`src/logic/usart_clock_generation_map.svh`:
```
`ifndef USART_CLOCK_GENERATION_MAP_SVH
`define USART_CLOCK_GENERATION_MAP_SVH

// Byte offsets on the register bus.
`define OFF_DATA 5'h00
`define OFF_CTRL_STATUS_A 5'h04
`define OFF_CTRL_B 5'h08
`define OFF_CTRL_STATUS_C 5'h0C
`define OFF_BAUD_LOW 5'h10
`define OFF_BAUD_HIGH 5'h14

// Field positions of serial_ctrl_status_a.
`define A_RX_VALID 7
`define A_TX_EMPTY 5
`define A_FRAME_ERROR 4
`define A_OVERRUN 3
`define A_PARITY_ERROR 2
`define A_DOUBLE_SPEED 1
`define A_RX_NINTH 0

// Field positions of the control b register.
`define B_RX_EN 4
`define B_TX_EN 3
`define B_NINE_BIT 2
`define B_TX_NINTH 0

// Field positions of serial_ctrl_status_c.
`define C_XFER_DIR 7
`define C_SYNC_MODE 6
`define C_PARITY_HI 5
`define C_PARITY_LO 4
`define C_TWO_STOP 3
`define C_POLARITY 0

// Reset values, bit clock divisors and receive FIFO depth.
`define BAUD_RESET 12'h000
`define READDATA_RESET 8'h00
`define DIV_NORMAL 5'h10
`define DIV_DOUBLE 5'h08
`define DIV_SYNC 5'h02
`define FIFO_DEPTH 2'h2

`endif

```
`src/logic/usart_pkg.sv`:
```
package usart_pkg;

    typedef enum logic [1:0] {
        RX_IDLE = 2'b01,
        RX_FRAME = 2'b10
    } rx_state_t;

    typedef struct packed {
        logic [7:0] data;
        logic ninth;
        logic frame_err;
        logic pe;
        logic overrun;
    } rx_word_t;

    typedef struct packed {
        logic sync_mode_select;
        logic xfer_clock_direction;
        logic sync_clock_polarity;
        logic [1:0] parity_mode;
        logic two_stop;
        logic double_speed_bit;
        logic nine_bit;
        logic rx_en;
        logic tx_en;
        logic tx_ninth;
    } cfg_t;

    typedef struct packed {
        cfg_t cfg;
        logic [7:0] baud_divisor_low;
        logic [3:0] baud_divisor_high;
        logic [11:0] baud_cnt;
        logic waitrequest;
        logic [7:0] readdata;
        logic [3:0] tx_pre;
        logic [3:0] rx_phase;
        logic tclk_level;
        logic tclk_oe;
        logic [2:0] tclk_sync;
        logic [7:0] tx_buf;
        logic tx_buf_ninth;
        logic tx_buf_full;
        logic [12:0] tx_sh;
        logic [3:0] tx_left;
        logic txd;
        rx_state_t rx_state;
        logic [3:0] rx_idx;
        logic [9:0] rx_sh;
        rx_word_t held;
        logic held_valid;
        logic overrun_pending;
        rx_word_t [1:0] fifo;
        logic rd_ptr;
        logic wr_ptr;
        logic [1:0] count;
    } usart_state_t;

endpackage

```
`src/logic/usart_clock_generation.sv`:
```
// Design decisions made here: register access over Avalon-MM and the register offsets.
`timescale 1ns/1ps
`default_nettype none
`include "usart_clock_generation_map.svh"

module usart_clock_generation
    import usart_pkg::*;
(
    // Clock and reset
    input wire logic clock,
    input wire logic rst,
    // Register bus
    input wire logic [4:0] address,
    input wire logic read,
    input wire logic write,
    input wire logic [31:0] writedata,
    input wire logic [3:0] byteenable,
    output logic [31:0] readdata,
    output logic waitrequest,
    // Serial lines
    input wire logic rxd,
    output logic txd,
    // Transfer clock pin
    input wire logic tclk_in,
    output logic tclk_out,
    output logic tclk_oe,
    // Legacy compatibility strap
    input wire logic legacy_mode
);

    usart_state_t s;
    usart_state_t next_s;

    logic sync_on;
    logic master;
    logic baud_tick;
    logic [4:0] os;
    logic rise;
    logic fall;
    logic change_edge;
    logic sample_edge;
    logic tx_tick;
    logic rx_sample;
    logic start_seen;
    logic pop;
    logic [1:0] cnt;
    logic [16:0] frame;
    rx_word_t word;

    // Payload bits after the start bit: data, optional ninth, optional parity.
    function automatic logic [3:0] payload_len(input cfg_t c);
        payload_len = 4'h8 + {3'h0, c.nine_bit} + {3'h0, c.parity_mode[1]};
    endfunction

    // Frame is sent least significant bit first; the upper nibble is its length.
    function automatic logic [16:0] tx_frame(input logic [7:0] d, input logic ninth, input cfg_t c);
        logic [12:0] f;
        logic [3:0] p;
        logic par;
        f = 13'h1FFF;
        f[0] = 1'b0;
        f[8:1] = d;
        p = 4'h9;
        par = (^d) ^ (c.nine_bit & ninth) ^ c.parity_mode[0];
        if (c.nine_bit)
        begin
            f[p] = ninth;
            p = p + 4'h1;
        end
        if (c.parity_mode[1])
        begin
            f[p] = par;
            p = p + 4'h1;
        end
        p = p + 4'h1 + {3'h0, c.two_stop};
        tx_frame = {p, f};
    endfunction

    function automatic rx_word_t rx_decode(input logic [9:0] sh, input cfg_t c, input logic stop,
                                           input logic overrun);
        logic [9:0] a;
        logic [3:0] n;
        logic expect_par;
        n = payload_len(c);
        a = sh >> (4'hA - n);
        rx_decode.data = a[7:0];
        rx_decode.ninth = c.nine_bit & a[8];
        expect_par = (^a[7:0]) ^ (c.nine_bit & a[8]) ^ c.parity_mode[0];
        rx_decode.pe = c.parity_mode[1] & (a[n - 4'h1] != expect_par);
        rx_decode.frame_err = ~stop;
        rx_decode.overrun = overrun;
    endfunction

    always_comb
    begin
        next_s = s;
        // The legacy strap removes the synchronous modes altogether.
        sync_on = s.cfg.sync_mode_select & ~legacy_mode;
        master = sync_on & s.cfg.xfer_clock_direction;
        pop = 1'b0;
        word = '0;
        frame = '0;

        // Baud generator.
        baud_tick = (s.baud_cnt == 12'h000);
        if (baud_tick)
        begin
            next_s.baud_cnt = {s.baud_divisor_high, s.baud_divisor_low};
        end
        else
        begin
            next_s.baud_cnt = s.baud_cnt - 12'h001;
        end

        // Double speed is ignored in sync even if software leaves it set.
        if (sync_on)
        begin
            os = `DIV_SYNC;
        end
        else if (s.cfg.double_speed_bit)
        begin
            os = `DIV_DOUBLE;
        end
        else
        begin
            os = `DIV_NORMAL;
        end

        // Pin drive only in sync master; the pin is left alone otherwise.
        next_s.tclk_oe = master;
        if (!master)
        begin
            next_s.tclk_level = 1'b0;
        end
        else if (baud_tick)
        begin
            next_s.tclk_level = ~s.tclk_level;
        end

        // The first stage feeds only the second; slave edges come from the later stages, master edges from the baud tick.
        next_s.tclk_sync = {s.tclk_sync[1:0], tclk_in};
        if (master)
        begin
            rise = baud_tick & ~s.tclk_level;
            fall = baud_tick & s.tclk_level;
        end
        else
        begin
            rise = s.tclk_sync[1] & ~s.tclk_sync[2];
            fall = ~s.tclk_sync[1] & s.tclk_sync[2];
        end
        change_edge = s.cfg.sync_clock_polarity ? fall : rise;
        sample_edge = s.cfg.sync_clock_polarity ? rise : fall;

        // Transmit bit clock.
        if (baud_tick)
        begin
            next_s.tx_pre = ({1'b0, s.tx_pre} >= os - 5'h01) ? 4'h0 : s.tx_pre + 4'h1;
        end
        tx_tick = sync_on ? change_edge : (baud_tick && ({1'b0, s.tx_pre} == os - 5'h01));
        rx_sample = sync_on ? sample_edge : (baud_tick && ({1'b0, s.rx_phase} == (os >> 1)));
        start_seen = sync_on ? (sample_edge & ~rxd) : (baud_tick & ~rxd);

        // Transmitter: the buffer refills the shifter right after the last stop bit.
        if (!s.cfg.tx_en)
        begin
            next_s.txd = 1'b1;
            next_s.tx_left = 4'h0;
        end
        else if (tx_tick)
        begin
            if (s.tx_left != 4'h0)
            begin
                next_s.txd = s.tx_sh[0];
                next_s.tx_sh = {1'b1, s.tx_sh[12:1]};
                next_s.tx_left = s.tx_left - 4'h1;
            end
            else if (s.tx_buf_full)
            begin
                frame = tx_frame(s.tx_buf, s.tx_buf_ninth, s.cfg);
                next_s.txd = frame[0];
                next_s.tx_sh = {1'b1, frame[12:1]};
                next_s.tx_left = frame[16:13] - 4'h1;
                next_s.tx_buf_full = 1'b0;
            end
            else
            begin
                next_s.txd = 1'b1;
            end
        end

        // Register bus: one wait cycle, then the access commits.
        if (s.waitrequest)
        begin
            if (read || write)
            begin
                next_s.waitrequest = 1'b0;
                next_s.readdata = `READDATA_RESET;
                case (address)
                    `OFF_DATA:
                    begin
                        if (s.count != 2'h0)
                        begin
                            next_s.readdata = s.fifo[s.rd_ptr].data;
                        end
                    end
                    `OFF_CTRL_STATUS_A:
                    begin
                        next_s.readdata[`A_RX_VALID] = (s.count != 2'h0);
                        next_s.readdata[`A_TX_EMPTY] = ~s.tx_buf_full;
                        next_s.readdata[`A_FRAME_ERROR] = s.fifo[s.rd_ptr].frame_err;
                        next_s.readdata[`A_OVERRUN] = s.fifo[s.rd_ptr].overrun;
                        next_s.readdata[`A_PARITY_ERROR] = s.fifo[s.rd_ptr].pe;
                        next_s.readdata[`A_DOUBLE_SPEED] = s.cfg.double_speed_bit;
                        next_s.readdata[`A_RX_NINTH] = s.fifo[s.rd_ptr].ninth;
                    end
                    `OFF_CTRL_B:
                    begin
                        next_s.readdata[`B_RX_EN] = s.cfg.rx_en;
                        next_s.readdata[`B_TX_EN] = s.cfg.tx_en;
                        next_s.readdata[`B_NINE_BIT] = s.cfg.nine_bit;
                        next_s.readdata[`B_TX_NINTH] = s.cfg.tx_ninth;
                    end
                    `OFF_CTRL_STATUS_C:
                    begin
                        next_s.readdata[`C_XFER_DIR] = s.cfg.xfer_clock_direction;
                        next_s.readdata[`C_SYNC_MODE] = s.cfg.sync_mode_select;
                        next_s.readdata[`C_PARITY_HI:`C_PARITY_LO] = s.cfg.parity_mode;
                        next_s.readdata[`C_TWO_STOP] = s.cfg.two_stop;
                        next_s.readdata[`C_POLARITY] = s.cfg.sync_clock_polarity;
                    end
                    `OFF_BAUD_LOW: next_s.readdata = s.baud_divisor_low;
                    `OFF_BAUD_HIGH: next_s.readdata = {4'h0, s.baud_divisor_high};
                    default: next_s.readdata = `READDATA_RESET;
                endcase
            end
        end
        else
        begin
            next_s.waitrequest = 1'b1;
            // Reading the data word consumes it, flags included.
            pop = read && (address == `OFF_DATA) && (s.count != 2'h0);
            if (write && byteenable[0])
            begin
                case (address)
                    `OFF_DATA:
                    begin
                        // A write into a full buffer is dropped.
                        if (!s.tx_buf_full && s.cfg.tx_en)
                        begin
                            next_s.tx_buf = writedata[7:0];
                            next_s.tx_buf_ninth = s.cfg.tx_ninth;
                            next_s.tx_buf_full = 1'b1;
                        end
                    end
                    `OFF_CTRL_STATUS_A: next_s.cfg.double_speed_bit = writedata[`A_DOUBLE_SPEED];
                    `OFF_CTRL_B:
                    begin
                        next_s.cfg.rx_en = writedata[`B_RX_EN];
                        next_s.cfg.tx_en = writedata[`B_TX_EN];
                        next_s.cfg.nine_bit = writedata[`B_NINE_BIT];
                        next_s.cfg.tx_ninth = writedata[`B_TX_NINTH];
                    end
                    `OFF_CTRL_STATUS_C:
                    begin
                        next_s.cfg.xfer_clock_direction = writedata[`C_XFER_DIR];
                        next_s.cfg.sync_mode_select = writedata[`C_SYNC_MODE];
                        next_s.cfg.parity_mode = writedata[`C_PARITY_HI:`C_PARITY_LO];
                        next_s.cfg.two_stop = writedata[`C_TWO_STOP];
                        next_s.cfg.sync_clock_polarity = writedata[`C_POLARITY];
                    end
                    `OFF_BAUD_LOW:
                    begin
                        next_s.baud_divisor_low = writedata[7:0];
                        next_s.baud_cnt = {s.baud_divisor_high, writedata[7:0]};
                    end
                    // The high part waits for the next reload.
                    `OFF_BAUD_HIGH: next_s.baud_divisor_high = writedata[3:0];
                    default: next_s.readdata = s.readdata;
                endcase
            end
        end

        // Receive FIFO bookkeeping.
        cnt = s.count;
        if (pop)
        begin
            next_s.rd_ptr = ~s.rd_ptr;
            cnt = cnt - 2'h1;
        end
        if (s.held_valid && cnt != `FIFO_DEPTH)
        begin
            next_s.fifo[s.wr_ptr] = s.held;
            next_s.wr_ptr = ~s.wr_ptr;
            next_s.held_valid = 1'b0;
            cnt = cnt + 2'h1;
        end

        // Receiver.
        unique case (s.rx_state)
            RX_IDLE:
            begin
                next_s.rx_phase = 4'h1;
                if (s.cfg.rx_en && start_seen)
                begin
                    next_s.rx_state = RX_FRAME;
                    next_s.rx_idx = sync_on ? 4'h1 : 4'h0;
                    // A new start bit discards the word waiting in the held register.
                    if (next_s.held_valid)
                    begin
                        next_s.held_valid = 1'b0;
                        next_s.overrun_pending = 1'b1;
                    end
                end
            end
            RX_FRAME:
            begin
                if (!sync_on && baud_tick)
                begin
                    next_s.rx_phase = ({1'b0, s.rx_phase} >= os - 5'h01) ? 4'h0 : s.rx_phase + 4'h1;
                end
                if (rx_sample)
                begin
                    if (s.rx_idx == 4'h0)
                    begin
                        // A start bit that is high again at mid-bit was a glitch.
                        if (rxd)
                        begin
                            next_s.rx_state = RX_IDLE;
                        end
                        else
                        begin
                            next_s.rx_idx = 4'h1;
                        end
                    end
                    else if (s.rx_idx <= payload_len(s.cfg))
                    begin
                        next_s.rx_sh = {rxd, s.rx_sh[9:1]};
                        next_s.rx_idx = s.rx_idx + 4'h1;
                    end
                    else
                    begin
                        // Only the first stop bit is checked.
                        word = rx_decode(s.rx_sh, s.cfg, rxd, s.overrun_pending);
                        next_s.overrun_pending = 1'b0;
                        next_s.rx_state = RX_IDLE;
                        if (cnt != `FIFO_DEPTH)
                        begin
                            next_s.fifo[next_s.wr_ptr] = word;
                            next_s.wr_ptr = ~next_s.wr_ptr;
                            cnt = cnt + 2'h1;
                        end
                        else
                        begin
                            next_s.held = word;
                            next_s.held_valid = 1'b1;
                        end
                    end
                end
                if (!s.cfg.rx_en)
                begin
                    next_s.rx_state = RX_IDLE;
                end
            end
        endcase
        next_s.count = cnt;
    end

    always_ff @(posedge clock)
    begin
        if (rst)
        begin
            s <= '0;
            s.baud_cnt <= `BAUD_RESET;
            s.txd <= 1'b1;
            s.waitrequest <= 1'b1;
            s.rx_state <= RX_IDLE;
        end
        else
        begin
            s <= next_s;
        end
    end

    assign readdata = {24'h000000, s.readdata};
    assign waitrequest = s.waitrequest;
    assign txd = s.txd;
    assign tclk_out = s.tclk_level;
    assign tclk_oe = s.tclk_oe;

endmodule
`default_nettype wire

```
`config.mk`:
```
export PLATFORM = sky130hd
export DESIGN_NAME = usart_clock_generation
export DESIGN_NICKNAME = d
export VERILOG_FILES = /design/src/logic/usart_pkg.sv /design/src/logic/usart_clock_generation.sv
export VERILOG_INCLUDE_DIRS = /design/src /design/src/logic
export SDC_FILE = /design/constraint.sdc
export NUM_CORES = 1
export LEC_CHECK = 0
export BUFFER_PORTS_ARGS = -buffer_cell sky130_fd_sc_hd__buf_2
export CORE_ASPECT_RATIO = 1.5
export CORE_UTILIZATION = 59
export DETAILED_ROUTE_END_ITERATION = 8
export GPL_TIMING_DRIVEN = 0
export PLACE_DENSITY = 0.9
export SETUP_SLACK_MARGIN = 0.02
export SLEW_MARGIN = 15
export SYNTH_ARGS = -nofsm -noshare
export SYNTH_HDL_FRONTEND = slang
export SYNTH_SLANG_ARGS = --single-unit
export TNS_END_PERCENT = 50
```
`constraint.sdc`:
```
create_clock -name clock -period 5.16 [get_ports clock]
set_clock_uncertainty 0.2 [all_clocks]
set_input_delay 0.258 -clock clock [delete_from_list [all_inputs] [get_ports clock]]
set_output_delay 0.258 -clock clock [all_outputs]
set_load 0.05 [all_outputs]
```
=== After elaboration in Yosys (flattened, before gate mapping) ===
Cells that the tools add are included.

* Logic and storage cells: 272
* Flip-flop bits (word level): 143
* Output and inout port bits: 36
* Input bits: 48

* Bitwise operators: 30
* Reductions and logical operators: 40
* Muxes and demuxes: 101
* Equality and inequality tests: 23
* $lt $le $gt $ge: 11
* Add/subtract/negate cells: 17
* Shifts and indexed selects: 1

{| class="wikitable"
|+ Operators by type and width
! kind !! count
|-
| $mux 12 || 8
|-
| $mux 24 || 3
|-
| $mux 54 || 1
|-
| $mux 13 || 4
|-
| $mux 4 || 13
|-
| $bwmux 24 || 2
|-
| $mux 48 || 1
|-
| $mux 38 || 1
|-
| $mux 1 || 30
|-
| $mux 14 || 2
|-
| $demux 12 s1 || 2
|-
| $mux 2 || 12
|-
| $add 4x1->4 const B || 5
|-
| $mux 19 || 1
|-
| $mux 18 || 1
|-
| $reduce_and 3->1 || 6
|-
| $mux 17 || 1
|-
| $ne 2x2->1 const B || 8
|-
| $reduce_and 4->1 || 4
|-
| $reduce_xor 8->1 || 2
|-
| $not 1->1 || 15
|-
| $bwmux 13 || 1
|-
| $logic_and 1x1->1 || 12
|-
| $logic_not 12->1 || 1
|-
| 50 further kinds || 87
|}

=== Depth between registers and ports, before layout ===
* Word-level depth: 26
* Mapped depth: 20
* Depth with buffers taken out: 17

=== Worst setup path after synthesis ===
Ideal clock, no wire load.

* Path kind: reg-to-reg
* Start point: register s[0] (netlist name)
* End point: register s[9] (netlist name)
* Arrival time: 3.432 ns
* Cell stages (with the launch flop): 19
* Path buffers: 3
* Slack: 1.458 ns
* Required time: 4.890 ns
* Setup time: 0.070 ns
* Clock period less this slack: 3.702 ns
* Cells stage by stage: dfxtp_1 -> inv_1 -> ha_1 -> nor3_1 -> and2_0 -> buf_2 -> nand3b_1 -> xnor2_1 -> ha_1 -> nand2b_1 -> clkbuf_1 -> nor2_1 -> a21oi_1 -> inv_1 -> ha_1 -> or3_1 -> buf_2 -> or3_1 -> a21oi_1

* Longest elaborated chain between the ends: 17
* Elaborated cells between the ends (all ways): 23
* Those cells by class: add/sub (2); order compare (2); eq/ne (2); mux (13); reduce/logical (4)

{| class="wikitable"
|+ Ends and longest elaborated chain
! item !! line !! source
|-
| start: declaration || usart_clock_generation.sv:31 || <nowiki>usart_state_t s;</nowiki>
|-
| start signal: assignment || usart_clock_generation.sv:381 || <nowiki>s <= next_s;</nowiki>
|-
| $reduce_bool 2->1 || usart_clock_generation.sv:242 || <nowiki>pop = read && (address == `OFF_DATA) && (s.count != 2'h0);</nowiki>
|-
| $logic_and 1x1->1 || usart_clock_generation.sv:242 ||
|-
| $mux 1 || usart_clock_generation.sv:193 || <nowiki>if (s.waitrequest)</nowiki>
|-
| $mux 2 (*) || usart_clock_generation.sv:286 || <nowiki>if (pop)</nowiki>
|-
| $ne 2x2->1 (no line) || n/a ||
|-
| $logic_and 1x1->1 (no line) || n/a ||
|-
| $mux 1 || usart_clock_generation.sv:291 || <nowiki>if (s.held_valid && cnt != `FIFO_DEPTH)</nowiki>
|-
| $lt 1x2->1 (not written as such) / $ge 1x1->1 (equally long branches) || usart_clock_generation.sv:349 || <nowiki>next_s.fifo[next_s.wr_ptr] = word;</nowiki>
|-
| $logic_and 1x1->1 (not written as such) || usart_clock_generation.sv:349 ||
|-
| $mux 12 (not written as such) || usart_clock_generation.sv:349 ||
|-
| $demux 12 s1 || usart_clock_generation.sv:349 ||
|-
| $bwmux 24 || usart_clock_generation.sv:349 ||
|-
| $mux 24 || usart_clock_generation.sv:347 || <nowiki>if (cnt != `FIFO_DEPTH)</nowiki>
|-
| $mux 38 || usart_clock_generation.sv:336 || <nowiki>else if (s.rx_idx <= payload_len(s.cfg))</nowiki>
|-
| $mux 48 || usart_clock_generation.sv:324 || <nowiki>if (s.rx_idx == 4'h0)</nowiki>
|-
| $mux 54 || usart_clock_generation.sv:322 || <nowiki>if (rx_sample)</nowiki>
|-
| $mux 24 (*) || usart_clock_generation.sv:300 || <nowiki>unique case (s.rx_state)</nowiki>
|}

Mark *: on every way between the ends. The rest lies on a longest branch, timed or not. The select of a mux whose other input is x is not followed.
A chain may end at the register's enable or synchronous reset.

=== Worst setup path in the final report ===
* Start point: register s[0] (netlist name)
* End point: register s[18] (netlist name)

The elaborated chain is that of the path after synthesis.

==> qor.yml <==
outcome: "complete, no violations"
cts.reportedPaths.clkPinSlew_ps: 60
h-tree-depth: 4
postRouteAntennaNets: 0
start_util_pct: 60.2
cts_made_buffers: 17
m1WireLength_um: 7590
pwr-share-clk_pct: 42.2
peakVddDrop_mv: 0.206
routabilityCongestion: 0.929
synth.cell_area_mm2: 0.00780
worstSetupPathType: "reg2reg"
slowest_stage: "or3_1"
synth_warnings: 0
ys_top_cells_by_count: "dfxtp_1, nor2_1, mux2i_1"
required_ps: 5270
power.internal_mw: 2.13
crit_chain: "inv_1, ha_1, nor3_1, and2_0, buf_2, nand3b_1, o21ai_0, ha_1, nand2b_1, clkbuf_1, nor2_1, a21oi_1, inv_1, ha_1, or3_1, clkbuf_1, buf_2, a211oi_1"
syn_area_per_cell_um2: 8.66
antenna_found_initial: 0
overflow: 0
seqPwrFrac_pct: 39.9
synth-edff-count: 0
clkLatencyLatePin_ps: 430
drive_gt1_share_pct: 14.0
crit_path_frequent_cell: "ha_1"
total_power_mw: 3.02
core_area_mm2: 0.0130
place_area_mm2: 0.00824
rsz0062_at_grt: "false"
postSynth.asyncResetShare_pct: 0
hold_viol: 0
arrival_ps: 4720
yosysTopAreaCellShare_pct: 36.7
hold_ws_ps: 61.6
synthCells: 901
switchingPower_mw: 0.884
cts-resized-gates: 0
die_h_um: 143
cts_tree: "built"
routed_via_density: 6.15
power.leakage_nw: 3.69
hpwl_um: 14900
ys.flop_type: "dfxtp_1"
synth_seq_cells: 143
post-route-period-util_pct: 89.3
worst_slew_margin_rel_pct: 15.7
yosysTopAreaCell: "dfxtp_1"
wire_per_inst_um: 18.5
worst_setup_path_end_kind: "register"
yosysSeqAreaShare_pct: 36.7
wl_met2_um: 10800
dr_wl_met3_um: 1390
grt_pass1_wl_um: 33700
grt_pass1_vias: 6898
path_max_fanout: 10
drv_cap: 0
drt_iter0_markers: 489
diodes: 0
tightest_slew_ps: 1260
cpPeakStageDelay_ps: 390
root_buffer: "clkbuf_16"
drv_slew: 0
grt_max_degree: 17
die_area_mm2: 0.0137
synth.area.top_cells: "dfxtp_1, mux2i_1, nor2_1"
setup_viol_count_final: 0
rows: 51
hp-class: "in2reg"
yosysMostFrequentCell: "dfxtp_1"
combinationalPowerShare_pct: 17.9
io_pins: 84
cts_buffer_depth: 2
fin_area_mm2: 0.00895
powerDensity_mw_per_mm2: 337
highest_layer: "met4"
finalSetupTns_ps: 0
p_sw_share_pct: 29.3
synth_cell_types: 69
vias: 7110
io_buffer_count: 31
drcViolationCount: 0
grt_usage_pct: 32.6
areaGrowthSynthToFinish_pct: 14.7
min_period_ps: 4610
wl_um: 21400
fmax_ghz: 0.217
drt-pass1-iter-count: 7
die_x_um: 95.9
nets: 1056
worstSetupStartpointType: "register"
cts.sinks: 143
[per-layer routing]
layer	vias up	track usage, %
li1	3314	-
met1	3304	32.5
met2	371	57.1
met3	121	7.19
met4	0	25.6
met5	-	0
[final timing paths]
| check | start | endpoint | slack [ps] | cells past startpoint |
|---|---|---|---|---|
| setup / recovery | s[0] | s[18] | 550 | 18 |
| hold / removal | address[0] | readdata[2] | 60 | 4 |
| setup reg to reg | s[0] | s[18] | 550 | 18 |
| hold reg to reg | next_s[87] | next_s[88] | 250 | 1 |
[flip-flops by register name, summed over array words and instances (netlist names)]
name	cells
next_s	2
tclk_out	1
txd	1
readdata	8
tclk_oe	1
s	129
waitrequest	1
[stage by stage]
stage	cells	setup WS [ps]	util, %
2_1_floorplan	924	1460	-
3_3_place_gp	1114	746	63.6
3_5_place_dp	1114	609	63.6
4_1_cts	1156	617	69.1
5_1_grt	1156	331	69.1
6_report	1156	552	69.1
[cell usage in the layout, fill, tap and decap left out, types with 12 or more instances in the layout]
| cell type | synthesis | final |
|---|---|---|
| mux2i_1 | 76 | 76 |
| buf_4 | 32 | 32 |
| mux2_2 | 15 | 15 |
| nor2_1 | 127 | 127 |
| xor2_1 | 14 | 14 |
| inv_1 | 24 | 24 |
| buf_2 | 13 | 44 |
| clkbuf_16 | 0 | 17 |
| clkbuf_1 | 40 | 41 |
| o21ai_0 | 22 | 22 |
| nand2b_1 | 14 | 14 |
| nand3_1 | 12 | 12 |
| nor2b_1 | 19 | 19 |
| ha_1 | 24 | 24 |
| conb_1 | 1 | 24 |
| a211oi_1 | 50 | 50 |
| nand2_1 | 64 | 64 |
| xnor2_1 | 21 | 21 |
| a21oi_1 | 53 | 53 |
| dfxtp_1 | 143 | 143 |
[area by class of cell]
cell class	instances	area (um2)
Timing Repair Buffer	41	255
Clock buffer	19	443
Multi-Input combinational cell	670	4470
Inverter	24	90.1
Fill cell	956	4010
Tap cell	159	199
Buffer	87	464
Sequential cell	143	2860
Clock inverter	13	163
[power groups by stage]
stage	clock (mW)	sequential (mW)	combinational, mW
2_1_floorplan	0	1.22	0.403
3_3_place_gp	0	1.22	0.503
3_5_place_dp	0	1.23	0.519
4_1_cts	1.27	1.20	0.534
5_1_grt	1.32	1.21	0.592
6_report	1.27	1.20	0.541
[timing repair]
action                                 CTS  global route
setup endpoints to repair                0             0
setup buffers                            0             0
hold buffers                            10             0
endpoints found under the hold margin   34             0
[worst max-delay path: cells and delay by family, from the launching register on]
kind	cells	cell delay (ps)
buf+inv	6	1150
simple gates	6	1170
compound gates	3	880
flops	1	310
fa+ha+maj	3	760
[kinds of logic (layout without fill, tap and decap cells)]
logic type / Yosys count / in the layout / synth area share [%]
xor+xnor: 38 / 38 / 4.79
fa+ha+maj: 24 / 24 / 3.85
other cells: 1 / 24 / 0.0481
flops: 143 / 143 / 36.7
simple gates: 300 / 300 / 18.8
buf+inv: 111 / 184 / 7.10
compound gates: 193 / 193 / 16.8
mux: 91 / 91 / 11.9
(Power assumes the default switching activity.)
